`config.mk`:
```
export PLATFORM = sky130hd
export DESIGN_NAME = ctu_timer
export DESIGN_NICKNAME = d
export VERILOG_FILES = /design/src/design/ctu_pkg.sv /design/src/design/ctu_pin_sync.sv /design/src/design/ctu_timer.sv
export SDC_FILE = /design/constraint.sdc
export NUM_CORES = 1
export LEC_CHECK = 0
export BUFFER_PORTS_ARGS = -buffer_cell sky130_fd_sc_hd__buf_2
export CAP_MARGIN = 20
export CORE_MARGIN = 2
export CORE_UTILIZATION = 43
export CTS_BUF_LIST = sky130_fd_sc_hd__clkbuf_4 sky130_fd_sc_hd__clkbuf_8
export DETAILED_ROUTE_END_ITERATION = 10
export GPL_ROUTABILITY_DRIVEN = 0
export SLEW_MARGIN = 10
export SYNTH_ARGS = -nofsm -noshare
export SYNTH_HDL_FRONTEND = slang
export SYNTH_SLANG_ARGS = --single-unit
```
`constraint.sdc`:
```
create_clock -name mclk_i -period 3.6 [get_ports mclk_i]
set_input_delay 0 -clock mclk_i [delete_from_list [all_inputs] [get_ports mclk_i]]
set_output_delay 0 -clock mclk_i [all_outputs]
set_load 0.005 [all_outputs]
```
`src/design/ctu_pkg.sv`:
```
// Package of constants and types for the capture timer unit
package ctu_pkg;

   // ***************************************************************
   // Register map (word addresses)
   // ***************************************************************
   localparam logic [3:0] CTU_ADDR_CTRL = 4'h0;
   localparam logic [3:0] CTU_ADDR_STATUS = 4'h1;
   localparam logic [3:0] CTU_ADDR_COUNT = 4'h2;
   localparam logic [3:0] CTU_ADDR_LIMIT = 4'h3;
   localparam logic [3:0] CTU_ADDR_CAPTURE = 4'h4;
   localparam logic [3:0] CTU_ADDR_IRQ_STAT = 4'h5;
   localparam logic [3:0] CTU_ADDR_IRQ_MASK = 4'h6;

   // ***************************************************************
   // Widths and field positions
   // ***************************************************************
   localparam int CTU_ADDR_W = 4;
   localparam int CTU_DATA_W = 16;
   localparam int CTU_CTRL_W = 13;
   localparam int CTU_IRQ_W = 3;
   localparam int CTU_TASK_W = 4;
   localparam int CTU_POS_TASK_SEL = 0;
   localparam int CTU_POS_ENABLE = 3;
   localparam int CTU_POS_CLK_EXT = 4;
   localparam int CTU_POS_PRESC = 5;
   localparam int CTU_POS_MODE = 7;
   localparam int CTU_POS_COUNT_EVENT_FLAG = 0;
   localparam int CTU_POS_WRAP_FLAG = 1;
   localparam int CTU_IRQ_EVENT = 0;
   localparam int CTU_IRQ_WRAP = 1;
   localparam int CTU_IRQ_CAPTURE = 2;

   // ***************************************************************
   // Reset values
   // ***************************************************************
   localparam logic [12:0] CTU_RST_CTRL = 13'h0000;
   localparam logic [15:0] CTU_RST_COUNT = 16'h0000;
   localparam logic [15:0] CTU_RST_LIMIT = 16'hffff;
   localparam logic [15:0] CTU_RST_CAPTURE = 16'h0000;
   localparam logic [2:0] CTU_RST_IRQ_MASK = 3'h0;

   // ***************************************************************
   // Timing: internal count rate made from the 250 MHz clock
   // ***************************************************************
   localparam int CTU_CLK_RATE_KHZ = 250000;
   localparam int CTU_INT_RATE_KHZ = 28700;
   localparam int CTU_EXT_MAX_RATE_KHZ = 600;
   localparam int CTU_ACC_W = 18;
   localparam logic [17:0] CTU_ACC_STEP = 18'(CTU_INT_RATE_KHZ);
   localparam logic [17:0] CTU_ACC_MOD = 18'(CTU_CLK_RATE_KHZ);
   localparam int CTU_PRE_W = 6;

   // ***************************************************************
   // Types
   // ***************************************************************
   typedef enum logic [1:0] {
      CTU_MODE_FREE = 2'b00,
      CTU_MODE_CAP_RISE = 2'b01,
      CTU_MODE_CAP_FALL = 2'b10,
      CTU_MODE_FREE_ALT = 2'b11
   } ctu_mode_e;

   typedef struct packed {
      logic [3:0] spare;
      ctu_mode_e mode;
      logic [1:0] presc;
      logic clk_ext;
      logic enable;
      logic [2:0] event_task_select;
   } ctu_ctrl_s;

   typedef struct packed {
      logic [CTU_ADDR_W-1:0] addr;
      logic [CTU_DATA_W-1:0] wdata;
      logic wr;
      logic rd;
   } ctu_bus_req_s;

endpackage

```
`src/design/ctu_pin_sync.sv`:
```
// Two-flop synchroniser with edge detection for the timer pins
`timescale 1ns/1ns
module ctu_pin_sync #(
   parameter int WIDTH = 2
) (
   // Clock and reset
   input wire logic mclk_i,
   input wire logic rst_n_i,
   // Raw pins
   input wire logic [WIDTH-1:0] pin_i,
   // Synchronised level and edges
   output logic [WIDTH-1:0] level_o,
   output logic [WIDTH-1:0] rise_o,
   output logic [WIDTH-1:0] fall_o
);

   typedef struct packed {
      logic [WIDTH-1:0] meta;
      logic [WIDTH-1:0] sync;
      logic [WIDTH-1:0] last;
      logic [WIDTH-1:0] rise;
      logic [WIDTH-1:0] fall;
   } ctu_sync_state_s;

   ctu_sync_state_s st;
   ctu_sync_state_s next_st;

   // First flop feeds only the second; edges compare second and third
   always_comb begin
      next_st = st;
      next_st.meta = pin_i;
      next_st.sync = st.meta;
      next_st.last = st.sync;
      next_st.rise = st.sync & ~st.last;
      next_st.fall = ~st.sync & st.last;
   end

   // State register
   always_ff @(posedge mclk_i) begin
      if (!rst_n_i) begin
         st <= '0;
      end else begin
         st <= next_st;
      end
   end

   assign level_o = st.last;
   assign rise_o = st.rise;
   assign fall_o = st.fall;

endmodule

```
`src/design/ctu_timer.sv`:
```
// Capture timer unit: counter, prescaler, capture, flags and register port
//
// The strobed register port and the placing of the registers are this design's own decisions.
`timescale 1ns/1ns

// Overview of operation
// RL1: 16-bit counter increments per selected tick
// RL2: Control bit 3 enables counting
// RL3: Control bit 4 selects external clock pin
// RL4: Internal rate divided by 1/4/16/64
// RL5: External clock stays at or below 600kHz
// RL6: Free-running mode flags event on wrap
// RL7: Mode 1 captures count on rising edge
// RL8: Mode 2 captures count on falling edge
// RL9: Capture modes keep counting, no wrap event
// RL10: Event flag requests selected event task
// RL11: Event flag auto-clears or clears on read
// RL12: Wrap flag sets always, clears on read
// RL13: Live count readable and writable anytime
// RL14: Counter wraps at programmed limit value
// RL15: Avoid small limit with fast clock
// RL16: Reload zero after limit; mode 3 free
module ctu_timer #(
   parameter int CNT_W = 16
) (
   // Clock and reset
   input wire logic mclk_i,
   input wire logic rst_n_i,
   // Register port
   input wire logic [ctu_pkg::CTU_ADDR_W-1:0] addr_i,
   input wire logic [ctu_pkg::CTU_DATA_W-1:0] wr_data_i,
   input wire logic wr_i,
   input wire logic rd_i,
   output logic [ctu_pkg::CTU_DATA_W-1:0] rd_data_o,
   // Pins
   input wire logic capture_input_pin_i,
   input wire logic external_clock_pin_i,
   // Event task requests and interrupt
   output logic [ctu_pkg::CTU_TASK_W-1:0] event_task_req_o,
   output logic irq_o
);

   // ***************************************************************
   // State
   // ***************************************************************
   typedef struct packed {
      ctu_pkg::ctu_ctrl_s ctrl;
      logic count_event_flag;
      logic wrap_flag;
      logic [CNT_W-1:0] count;
      logic [CNT_W-1:0] limit;
      logic [CNT_W-1:0] capture;
      logic [ctu_pkg::CTU_IRQ_W-1:0] irq_stat;
      logic [ctu_pkg::CTU_IRQ_W-1:0] irq_mask;
      logic [ctu_pkg::CTU_ACC_W-1:0] acc;
      logic [ctu_pkg::CTU_PRE_W-1:0] pre;
      logic [ctu_pkg::CTU_DATA_W-1:0] rd_data;
      logic [ctu_pkg::CTU_TASK_W-1:0] task_req;
      logic irq;
   } ctu_state_s;

   // Registered state and its next value
   ctu_state_s st;
   ctu_state_s next_st;
   ctu_pkg::ctu_bus_req_s req;

   // Synchronised pin edges, bit 0 capture and bit 1 external clock
   logic [1:0] pin_rise;
   logic [1:0] pin_fall;

   // ***************************************************************
   // Functions
   // ***************************************************************

   // Prescaler mask: all-ones low bits mark the divided tick
   function automatic logic [ctu_pkg::CTU_PRE_W-1:0] presc_mask(input logic [1:0] sel);
      logic [ctu_pkg::CTU_PRE_W-1:0] m;
      m = '0;
      case (sel)
         2'h0: m = 6'h00;
         2'h1: m = 6'h03;
         2'h2: m = 6'h0f;
         2'h3: m = 6'h3f;
         default: m = 6'h00;
      endcase
      return m;
   endfunction

   // One-hot event task request from the selector
   function automatic logic [ctu_pkg::CTU_TASK_W-1:0] task_decode(input logic [2:0] sel);
      logic [ctu_pkg::CTU_TASK_W-1:0] t;
      t = '0;
      case (sel)
         3'h1: t = 4'h1;
         3'h2: t = 4'h2;
         3'h3: t = 4'h4;
         3'h4: t = 4'h8;
         default: t = 4'h0;
      endcase
      return t;
   endfunction

   // Free-running modes, the spare code included
   function automatic logic is_free_mode(input ctu_pkg::ctu_mode_e m);
      return (m == ctu_pkg::CTU_MODE_FREE) || (m == ctu_pkg::CTU_MODE_FREE_ALT);
   endfunction

   // Register address decode
   function automatic logic hit(input logic [ctu_pkg::CTU_ADDR_W-1:0] a,
                                input logic [ctu_pkg::CTU_ADDR_W-1:0] reg_addr);
      return a == reg_addr;
   endfunction

   // ***************************************************************
   // Pin synchronisers
   // ***************************************************************

   // Bit 0 is the capture pin, bit 1 the external clock pin
   // Only the edges are used; the level output is left open
   ctu_pin_sync #(
      .WIDTH(2)
   ) u_pin_sync (
      .mclk_i(mclk_i),
      .rst_n_i(rst_n_i),
      .pin_i({external_clock_pin_i, capture_input_pin_i}),
      .level_o(),
      .rise_o(pin_rise),
      .fall_o(pin_fall)
   );

   // Bus request bundle
   assign req.addr = addr_i;
   assign req.wdata = wr_data_i;
   assign req.wr = wr_i;
   assign req.rd = rd_i;

   // ***************************************************************
   // Next-state logic
   // ***************************************************************
   // Events and ticks decoded for this cycle
   logic int_tick;
   logic sel_tick;
   logic cnt_tick;
   logic wrap_evt;
   logic cap_evt;
   logic ti_evt;
   logic stat_rd;
   // One spare bit: the sum passes the accumulator width near the modulus
   logic [ctu_pkg::CTU_ACC_W:0] acc_sum;
   logic [ctu_pkg::CTU_ACC_W:0] acc_diff;
   logic [ctu_pkg::CTU_PRE_W-1:0] pre_mask;

   always_comb begin
      next_st = st;
      acc_sum = {1'b0, st.acc} + {1'b0, ctu_pkg::CTU_ACC_STEP};
      acc_diff = acc_sum - {1'b0, ctu_pkg::CTU_ACC_MOD};
      pre_mask = presc_mask(st.ctrl.presc);
      stat_rd = req.rd && hit(req.addr, ctu_pkg::CTU_ADDR_STATUS);

      // ***************************************************************
      // Count tick: accumulator and prescaler
      // ***************************************************************

      // Internal 28.7 MHz tick by fractional accumulation
      int_tick = 1'b0;
      if (acc_sum >= {1'b0, ctu_pkg::CTU_ACC_MOD}) begin
         next_st.acc = acc_diff[ctu_pkg::CTU_ACC_W-1:0];
         int_tick = 1'b1;
      end else begin
         next_st.acc = acc_sum[ctu_pkg::CTU_ACC_W-1:0];
      end

      // Prescaler runs on internal ticks while enabled
      // Restarting from zero on disable gives a full first period
      sel_tick = 1'b0;
      if (!st.ctrl.enable) begin
         next_st.pre = '0;
      end else if (int_tick) begin
         next_st.pre = st.pre + 6'h01;
      end
      if (st.ctrl.clk_ext) begin
         sel_tick = pin_rise[1]; // [RL3]
      end else begin
         sel_tick = int_tick && ((st.pre & pre_mask) == pre_mask); // [RL4]
      end
      cnt_tick = st.ctrl.enable && sel_tick; // [RL2]

      // ***************************************************************
      // Counter and capture
      // ***************************************************************

      // Counter with wrap at limit; software write takes priority
      wrap_evt = 1'b0;
      if (req.wr && hit(req.addr, ctu_pkg::CTU_ADDR_COUNT)) begin
         next_st.count = req.wdata[CNT_W-1:0]; // [RL13]
      end else if (cnt_tick) begin
         if (st.count == st.limit) begin
            next_st.count = '0; // [RL14] [RL16]
            wrap_evt = 1'b1;
         end else begin
            next_st.count = st.count + 16'h0001; // [RL1]
         end
      end

      // Capture on the selected edge while enabled
      cap_evt = 1'b0;
      if (st.ctrl.enable) begin
         case (st.ctrl.mode)
            ctu_pkg::CTU_MODE_CAP_RISE: cap_evt = pin_rise[0]; // [RL7]
            ctu_pkg::CTU_MODE_CAP_FALL: cap_evt = pin_fall[0]; // [RL8]
            default: cap_evt = 1'b0;
         endcase
      end

      // Event source: wrap in free modes, edge in capture modes
      ti_evt = is_free_mode(st.ctrl.mode) ? wrap_evt : cap_evt; // [RL6] [RL9] [RL16]

      // Capture register: hardware capture wins over a write
      // The count before this cycle's tick is the one the edge saw
      if (cap_evt) begin
         next_st.capture = st.count; // [RL7] [RL8]
      end else if (req.wr && hit(req.addr, ctu_pkg::CTU_ADDR_CAPTURE)) begin
         next_st.capture = req.wdata[CNT_W-1:0];
      end

      // ***************************************************************
      // Flags, task request and interrupt
      // ***************************************************************

      // Event flag: set wins; auto-clear when a task is selected
      // With a task selected the flag stands for one cycle only
      if (ti_evt) begin
         next_st.count_event_flag = 1'b1;
      end else if (st.ctrl.event_task_select != 3'h0) begin
         next_st.count_event_flag = 1'b0; // [RL11]
      end else if (stat_rd) begin
         next_st.count_event_flag = 1'b0; // [RL11]
      end

      // Wrap flag in every mode, cleared by status read
      if (wrap_evt) begin
         next_st.wrap_flag = 1'b1; // [RL12]
      end else if (stat_rd) begin
         next_st.wrap_flag = 1'b0; // [RL12]
      end

      // Task request pulse as the event flag is raised
      next_st.task_req = ti_evt ? task_decode(st.ctrl.event_task_select) : 4'h0; // [RL10]

      // Sticky interrupt status, cleared by read, set wins
      if (req.rd && hit(req.addr, ctu_pkg::CTU_ADDR_IRQ_STAT)) begin
         next_st.irq_stat = '0;
      end
      if (ti_evt) begin
         next_st.irq_stat[ctu_pkg::CTU_IRQ_EVENT] = 1'b1;
      end
      if (wrap_evt) begin
         next_st.irq_stat[ctu_pkg::CTU_IRQ_WRAP] = 1'b1;
      end
      if (cap_evt) begin
         next_st.irq_stat[ctu_pkg::CTU_IRQ_CAPTURE] = 1'b1;
      end
      next_st.irq = |(next_st.irq_stat & next_st.irq_mask);

      // ***************************************************************
      // Register writes and read data
      // ***************************************************************

      // Configuration writes
      // Count and capture writes are merged with their hardware updates above
      if (req.wr) begin
         case (req.addr)
            ctu_pkg::CTU_ADDR_CTRL: begin
               next_st.ctrl = ctu_pkg::ctu_ctrl_s'(req.wdata[ctu_pkg::CTU_CTRL_W-1:0]);
            end
            ctu_pkg::CTU_ADDR_LIMIT: begin
               next_st.limit = req.wdata[CNT_W-1:0]; // [RL14]
            end
            ctu_pkg::CTU_ADDR_IRQ_MASK: begin
               next_st.irq_mask = req.wdata[ctu_pkg::CTU_IRQ_W-1:0];
            end
            default: begin
               next_st.irq_mask = next_st.irq_mask;
            end
         endcase
         next_st.irq = |(next_st.irq_stat & next_st.irq_mask);
      end

      // Read data one cycle after the strobe, zero otherwise
      // Narrow registers read back with zero upper bits
      next_st.rd_data = '0;
      if (req.rd) begin
         case (req.addr)
            ctu_pkg::CTU_ADDR_CTRL: begin
               next_st.rd_data = {3'h0, st.ctrl};
            end
            ctu_pkg::CTU_ADDR_STATUS: begin
               next_st.rd_data = {14'h0000, st.wrap_flag, st.count_event_flag};
            end
            ctu_pkg::CTU_ADDR_COUNT: begin
               next_st.rd_data = st.count; // [RL13]
            end
            ctu_pkg::CTU_ADDR_LIMIT: begin
               next_st.rd_data = st.limit;
            end
            ctu_pkg::CTU_ADDR_CAPTURE: begin
               next_st.rd_data = st.capture;
            end
            ctu_pkg::CTU_ADDR_IRQ_STAT: begin
               next_st.rd_data = {13'h0000, st.irq_stat};
            end
            ctu_pkg::CTU_ADDR_IRQ_MASK: begin
               next_st.rd_data = {13'h0000, st.irq_mask};
            end
            default: begin
               next_st.rd_data = '0;
            end
         endcase
      end
   end

   // ***************************************************************
   // State register
   // ***************************************************************

   // Synchronous reset to defined values
   always_ff @(posedge mclk_i) begin
      if (!rst_n_i) begin
         st <= '0;
         st.ctrl <= ctu_pkg::CTU_RST_CTRL;
         st.count <= ctu_pkg::CTU_RST_COUNT;
         st.limit <= ctu_pkg::CTU_RST_LIMIT;
         st.capture <= ctu_pkg::CTU_RST_CAPTURE;
         st.irq_mask <= ctu_pkg::CTU_RST_IRQ_MASK;
      end else begin
         st <= next_st;
      end
   end

   // Outputs straight from flops
   assign rd_data_o = st.rd_data;
   assign event_task_req_o = st.task_req;
   assign irq_o = st.irq;

endmodule

```
Word level (Yosys, flattened, before mapping)
Cells that the tools add are included.
{"block": "word_totals", "regBits": 123, "inputBits": 26, "output_inout_bits": 21, "word_cells": 103}
{"block": "op_classes", "addsub": 4, "n_lt_le_gt_ge": 1, "n_eq_ne": 18, "muxes": 28, "n_bitwise": 7, "reduce_logical": 22}
{"op": "one-hot mux 16 bit (7 select lines)", "n": 1}
{"op": "2-to-1 mux 16 bit", "n": 5}
{"op": "one-hot mux 6 bit (4 select lines)", "n": 1}
{"op": "adder 18 x 15 -> 19 bit, second input constant", "n": 1}
{"op": "greater-or-equal comparator 19 x 18 -> 1 bit, second input constant", "n": 1}
{"op": "2-to-1 mux 18 bit", "n": 1}
{"op": "subtractor 18 bit, second input constant", "n": 1}
{"op": "adder 16 x 1 -> 16 bit, second input constant", "n": 1}
{"op": "equality test 16 bit", "n": 1}
{"op": "one-hot mux 4 bit (4 select lines)", "n": 1}
{"op": "2-to-1 mux 1 bit", "n": 15}
{"op": "equality test 4 x 3 -> 1 bit, second input constant", "n": 3}
{"op": "AND reduction 2 bit", "n": 5}
{"op": "2-to-1 mux 3 bit", "n": 3}
{"op": "equality test 2 bit, second input constant", "n": 4}
{"op": "equality test 4 x 2 -> 1 bit, second input constant", "n": 2}
{"op": "adder 6 x 1 -> 6 bit, second input constant", "n": 1}
{"op": "bitwise AND 3 bit", "n": 2}
{"op": "bitwise AND 6 bit", "n": 1}
{"op": "equality test 3 x 2 -> 1 bit, second input constant", "n": 2}
{"op": "equality test 6 bit", "n": 1}
{"op": "logical AND 1 bit", "n": 6}
{"op": "nonzero test 2 bit", "n": 3}
{"op": "nonzero test 3 bit", "n": 2}
{"op": "other kinds (13)", "n": 16}

Depth between registers and ports, before layout
{"block": "depth", "word_depth": 14, "depth_mapped": 15, "mapped_depth_nobuf": 13}

By module
A second synthesis with hierarchy kept.
{"block": "unflattened", "cells_unflattened": 781, "area_unflattened_um2": 6327.3}
{"mod": "ctu_timer", "instances": 1, "cells_each": 761, "area_each_um2": 6047.0, "seq_area_each_um2": 2242.2}
{"mod": "ctu_pin_sync", "instances": 1, "cells_each": 20, "area_each_um2": 280.3, "seq_area_each_um2": 200.2}

Worst setup path after synthesis
OpenSTA, ideal clock, no wires.
{"block": "synth_timing", "path_kind": "register to register", "startpoint": "reg st[29] (netlist name)", "endpoint": "reg st[92] (netlist name)", "arrival_time_ns": 2.979, "required_ns": 3.526, "path_slack_ns": 0.547, "stages_incl_launch_ff": 12, "path_cell_list": "dfxtp_1 > inv_1 > ha_1 > or2b_4 > a31oi_4 > or3_1 > a2111o_1 > o31ai_4 > a211oi_2 > buf_6 > or4b_1 > a31oi_1"}
{"block": "synth_via", "elab_chain_cells": 7}
{"element": "from (decl)", "line_no": "ctu_timer.sv:63", "rtl": "ctu_state_s st;"}
{"element": "from (signal assigned)", "line_no": "ctu_timer.sv:336", "rtl": "st <= next_st;"}
{"element": "adder 18 x 15 -> 19 bit", "line_no": "ctu_timer.sv:155", "rtl": "acc_sum = {1'b0, st.acc} + {1'b0, ctu_pkg::CTU_ACC_STEP};"}
{"element": "greater-or-equal comparator 19 x 18 -> 1 bit", "line_no": "ctu_timer.sv:166", "rtl": "if (acc_sum >= {1'b0, ctu_pkg::CTU_ACC_MOD}) begin"}
{"element": "2-to-1 mux 1 bit", "line_no": "ctu_timer.sv:166"}
{"element": "logical AND 1 bit", "line_no": "ctu_timer.sv:184", "rtl": "sel_tick = int_tick && ((st.pre & pre_mask) == pre_mask);"}
{"element": "2-to-1 mux 1 bit", "line_no": "ctu_timer.sv:181", "rtl": "if (st.ctrl.clk_ext) begin"}
{"element": "logical AND 1 bit", "line_no": "ctu_timer.sv:186", "rtl": "cnt_tick = st.ctrl.enable && sel_tick;"}
{"element": "nonzero test 2 bit (no source line)"}
No other way between the ends.
A chain may end at the register's enable or synchronous reset.

Final worst setup path
Ends and elaborated chain as after synthesis.

==> metrics.md <==
| Metric | Value |
|---|---|
| CP peak stage delay | 540 ps |
| RSZ-0062 raised after global routing | false |
| Port Buffer Count | 46 |
| Crit path buf inv count | 2 |
| Initial antenna violation count | 0 |
| Layout fillers | 1,312 |
| Die ar. | 15,200 µm² |
| N_diodes | 0 |
| Register Area | 2422 µm² |
| Drt total wl | 17,630 µm |
| WP data arrival | 3720 ps |
| TritonCTS Sinks | 121 |
| TNS Setup | 0 ps |
| Fin crit share | 0.9306 |
| Fmax | 0.2985 GHz |
| Worst Skew | 9.329 ps |
| Final setup vio count | 0 |
| CTS root buf | clkbuf_8 |
| Clk_lat worst skew | 450 ps |
| Final Util | 0.5051 |
| Top Ports | 47 |
| Via count | 5,796 |
| Syn_nets | 793 |
| Nets | 826 |
| Leakage power | 2.628 nW |
| Total CTS buffers | 17 |
| Synthesized flop and latch total | 121 |
| Synth Instances | 759 |
| Worst vdd ir | 0.3518 mV |
| Multi-input logic area | 3296 µm² |
| Chip height | 123.3 µm |
| CTS tree | done |
| Hold WS | 105.6 ps |
| Residual DRC | 0 |
| CP Capture Type | flip-flop |
| First-pass GRT wire length | 28,420 µm |
| Die W | 123.3 µm |
| Average cell area after synthesis | 8.063 µm² |
| Row Count | 43 |
| Core area | 13,880 µm² |
| Yosys cell types | 66 |
| CP Data Required Time | 3970 ps |
| Post-DP HPWL | 11,760 µm |
| Avg WL per Cell | 17.92 µm |
| H-tree depth | 4 |
| Final Hold Vio Count | 0 |
| WS Path Type | reg2reg |
| Post-synthesis sequential area ratio | 0.3958 |
| Critical Path Slowest Stage Cell | or4b_1 |
| Outcome | finished, final reports clean |
| Vias per cell | 5.890 |
| Max-cap viol count | 0 |
| Largest net degree at the start of global routing | 42 |
| Async set or reset register ratio after synthesis | 0 |
| Final critical-path required period | 3350 ps |
| Clock Tree Buf Depth | 2 |
| Drt first pass iters | 6 |
| Area Overhead vs Synth | 14.58% |
| Worst hold path class | in2reg |
| Slew headroom | 0.4716 |
| Vias in the first global route | 5,463 |
| EDFF count, synth | 0 |
| Worst setup SP type | flip-flop |
| Layout cells sized above 1 | 0.1368 |
| Max-slew violations | 0 |
| PwrDens | 438.9 nW/µm² |
| Post-synthesis cell area | 6120 µm² |
| Crit Path Max Fanout | 8 |
| Crit path cell chain | inv_1, ha_1, nor2b_2, nor2_1, inv_1, ha_1, nand2_1, nor4bb_2, a2111oi_4, o31ai_4, a211oi_2, or4b_1, a31oi_1 |
| Global route overflow | 0 |
| Initial core utilization | 0.4409 |
| Main synth FF type | dfxtp_1 |
| Critical path's top delay family | simple AND/OR/NAND/NOR gates |
| DR iter-0 viols | 565 |
| Slew @ Worst Pin | 792.6 ps |
| Clk slew on worst S/H paths | 70 ps |
| Post-route ant nets | 0 |
| Yosys warns | 0 |
| GR Util All Layers | 0.2410 |
-- metal layers --
metal  global-route usage  vias up  part of all wire  wire (µm)
li1                     -     2761                 -          -
met1               0.3174     2801              0.45       7947
met2               0.3942      203              0.47       8207
met3              0.05212       31             0.068       1191
met4              0.07528        0             0.016        284
met5                    0        -                 0          0
-- worst reg2reg max path: cells and delay by family, from the launching register on --
family	cells	cell delay, ps
simple gates	5	1480
flops	1	370
buf+inv	2	170
compound gates	4	880
fa+ha+maj	2	380
-- where the power goes --
group | internal, mW | switching [mW] | total, mW
logic | 0.125 | 0.193 | 0.318
registers | 1.38 | 0.0454 | 1.42
clock network | 0.797 | 0.541 | 1.34
-- flip-flops by register name, indices dropped and copies added (netlist names) --
signal and flops:
event_task_req_o 4, irq_o 1, rd_data_o 16, st 91, u_pin_sync.fall_o 1, u_pin_sync.level_o 2, u_pin_sync.next_st 4, u_pin_sync.rise_o 2
-- through the flow --
| step | power (mW) | worst slack [ps] | instance area (µm²) | std cells |
|---|---|---|---|---|
| after floorplan | 1.650 | 546.6 | 6120 | 759 |
| after global placement | 1.728 | 307.1 | 6335 | 931 |
| after detailed placement | 1.739 | 173.3 | 6335 | 931 |
| after CTS | 3.091 | 99.42 | 6982 | 983 |
| after global routing | 3.198 | 1.617 | 7012 | 984 |
| final | 3.078 | 250.0 | 7012 | 984 |
-- cell type report --
cell class,instances,area share
well taps,180,0.03212
inverters,15,0.008030
repair buffers,85,0.08208
multi-input cells,552,0.4700
clock buffers,24,0.04622
clock inverters,7,0.01606
flip-flops and latches,121,0.3455
-- synth_stat cells (all sizes together), types with 4 or more instances --
master    n  area share
mux2i     8       0.013
and2     13       0.013
buf      29       0.036
nand4     7      0.0072
a211oi    4      0.0057
ha        8       0.016
o32ai     4      0.0057
a22oi    28       0.034
nor2     66       0.040
inv      14      0.0086
a31oi    11       0.014
nor2b     9      0.0092
clkbuf   42       0.026
nand2   120       0.074
nand3    48       0.039
xor2     22       0.031
xnor2    11       0.016
nor3      9      0.0074
o21ai    27       0.022
dfxtp   121        0.40
and3     12       0.012
or3      10       0.010
a311oi   18       0.026
a21oi    53       0.044
nor4      9      0.0092
-- final timing paths --
kind	startpoint	end	slack, ps	depth (start not counted)
worst max-delay path	st[29]	st[92]	250	13
worst min-delay path	wr_i	st[66]	110	3
worst max register to register	st[29]	st[92]	250	13
worst min register to register	u_pin_sync.level_o[1]	u_pin_sync.rise_o[1]	390	1
-- layout by cell type (no fill, tap or decap), types with 4 or more instances in the layout --
master and count:
dfxtp_1 121, nand2_1 120, nor2_1 66, a21oi_1 52
nand3_1 48, buf_2 46, a22oi_1 28, o21ai_0 27
clkbuf_8 23, xor2_1 22, dlygate4sd3_1 21, a311oi_1 18
buf_4 18, inv_1 14, and2_1 13, and3_1 12
xnor2_1 11, a31oi_1 10, or3_1 10, nor3_1 9
mux2i_1 8, nor4_1 8, nor2b_1 8, ha_1 8
nand4_1 7, o32ai_1 4
-- cells by family after synthesis --
family                     Yosys count  synth area share
AOI/OAI and AO/OA                  182            0.2083
adders and majority gates            8           0.01636
muxes                                9           0.01493
buffers and inverters               86           0.07115
DFF                                121            0.3958
and+or+nand+nor                    320            0.2462
xor gates and xnor gates            33           0.04723
-- what timing repair did --
item | CTS | global route
setup endpoints to repair | 0 | 19
hold buffers | 21 | 0
buffers inserted | 0 | 1
endpoints found under the hold margin | 72 | 0
resized for setup | 0 | 5
Note: power is estimated with default switching activity, not from simulation.
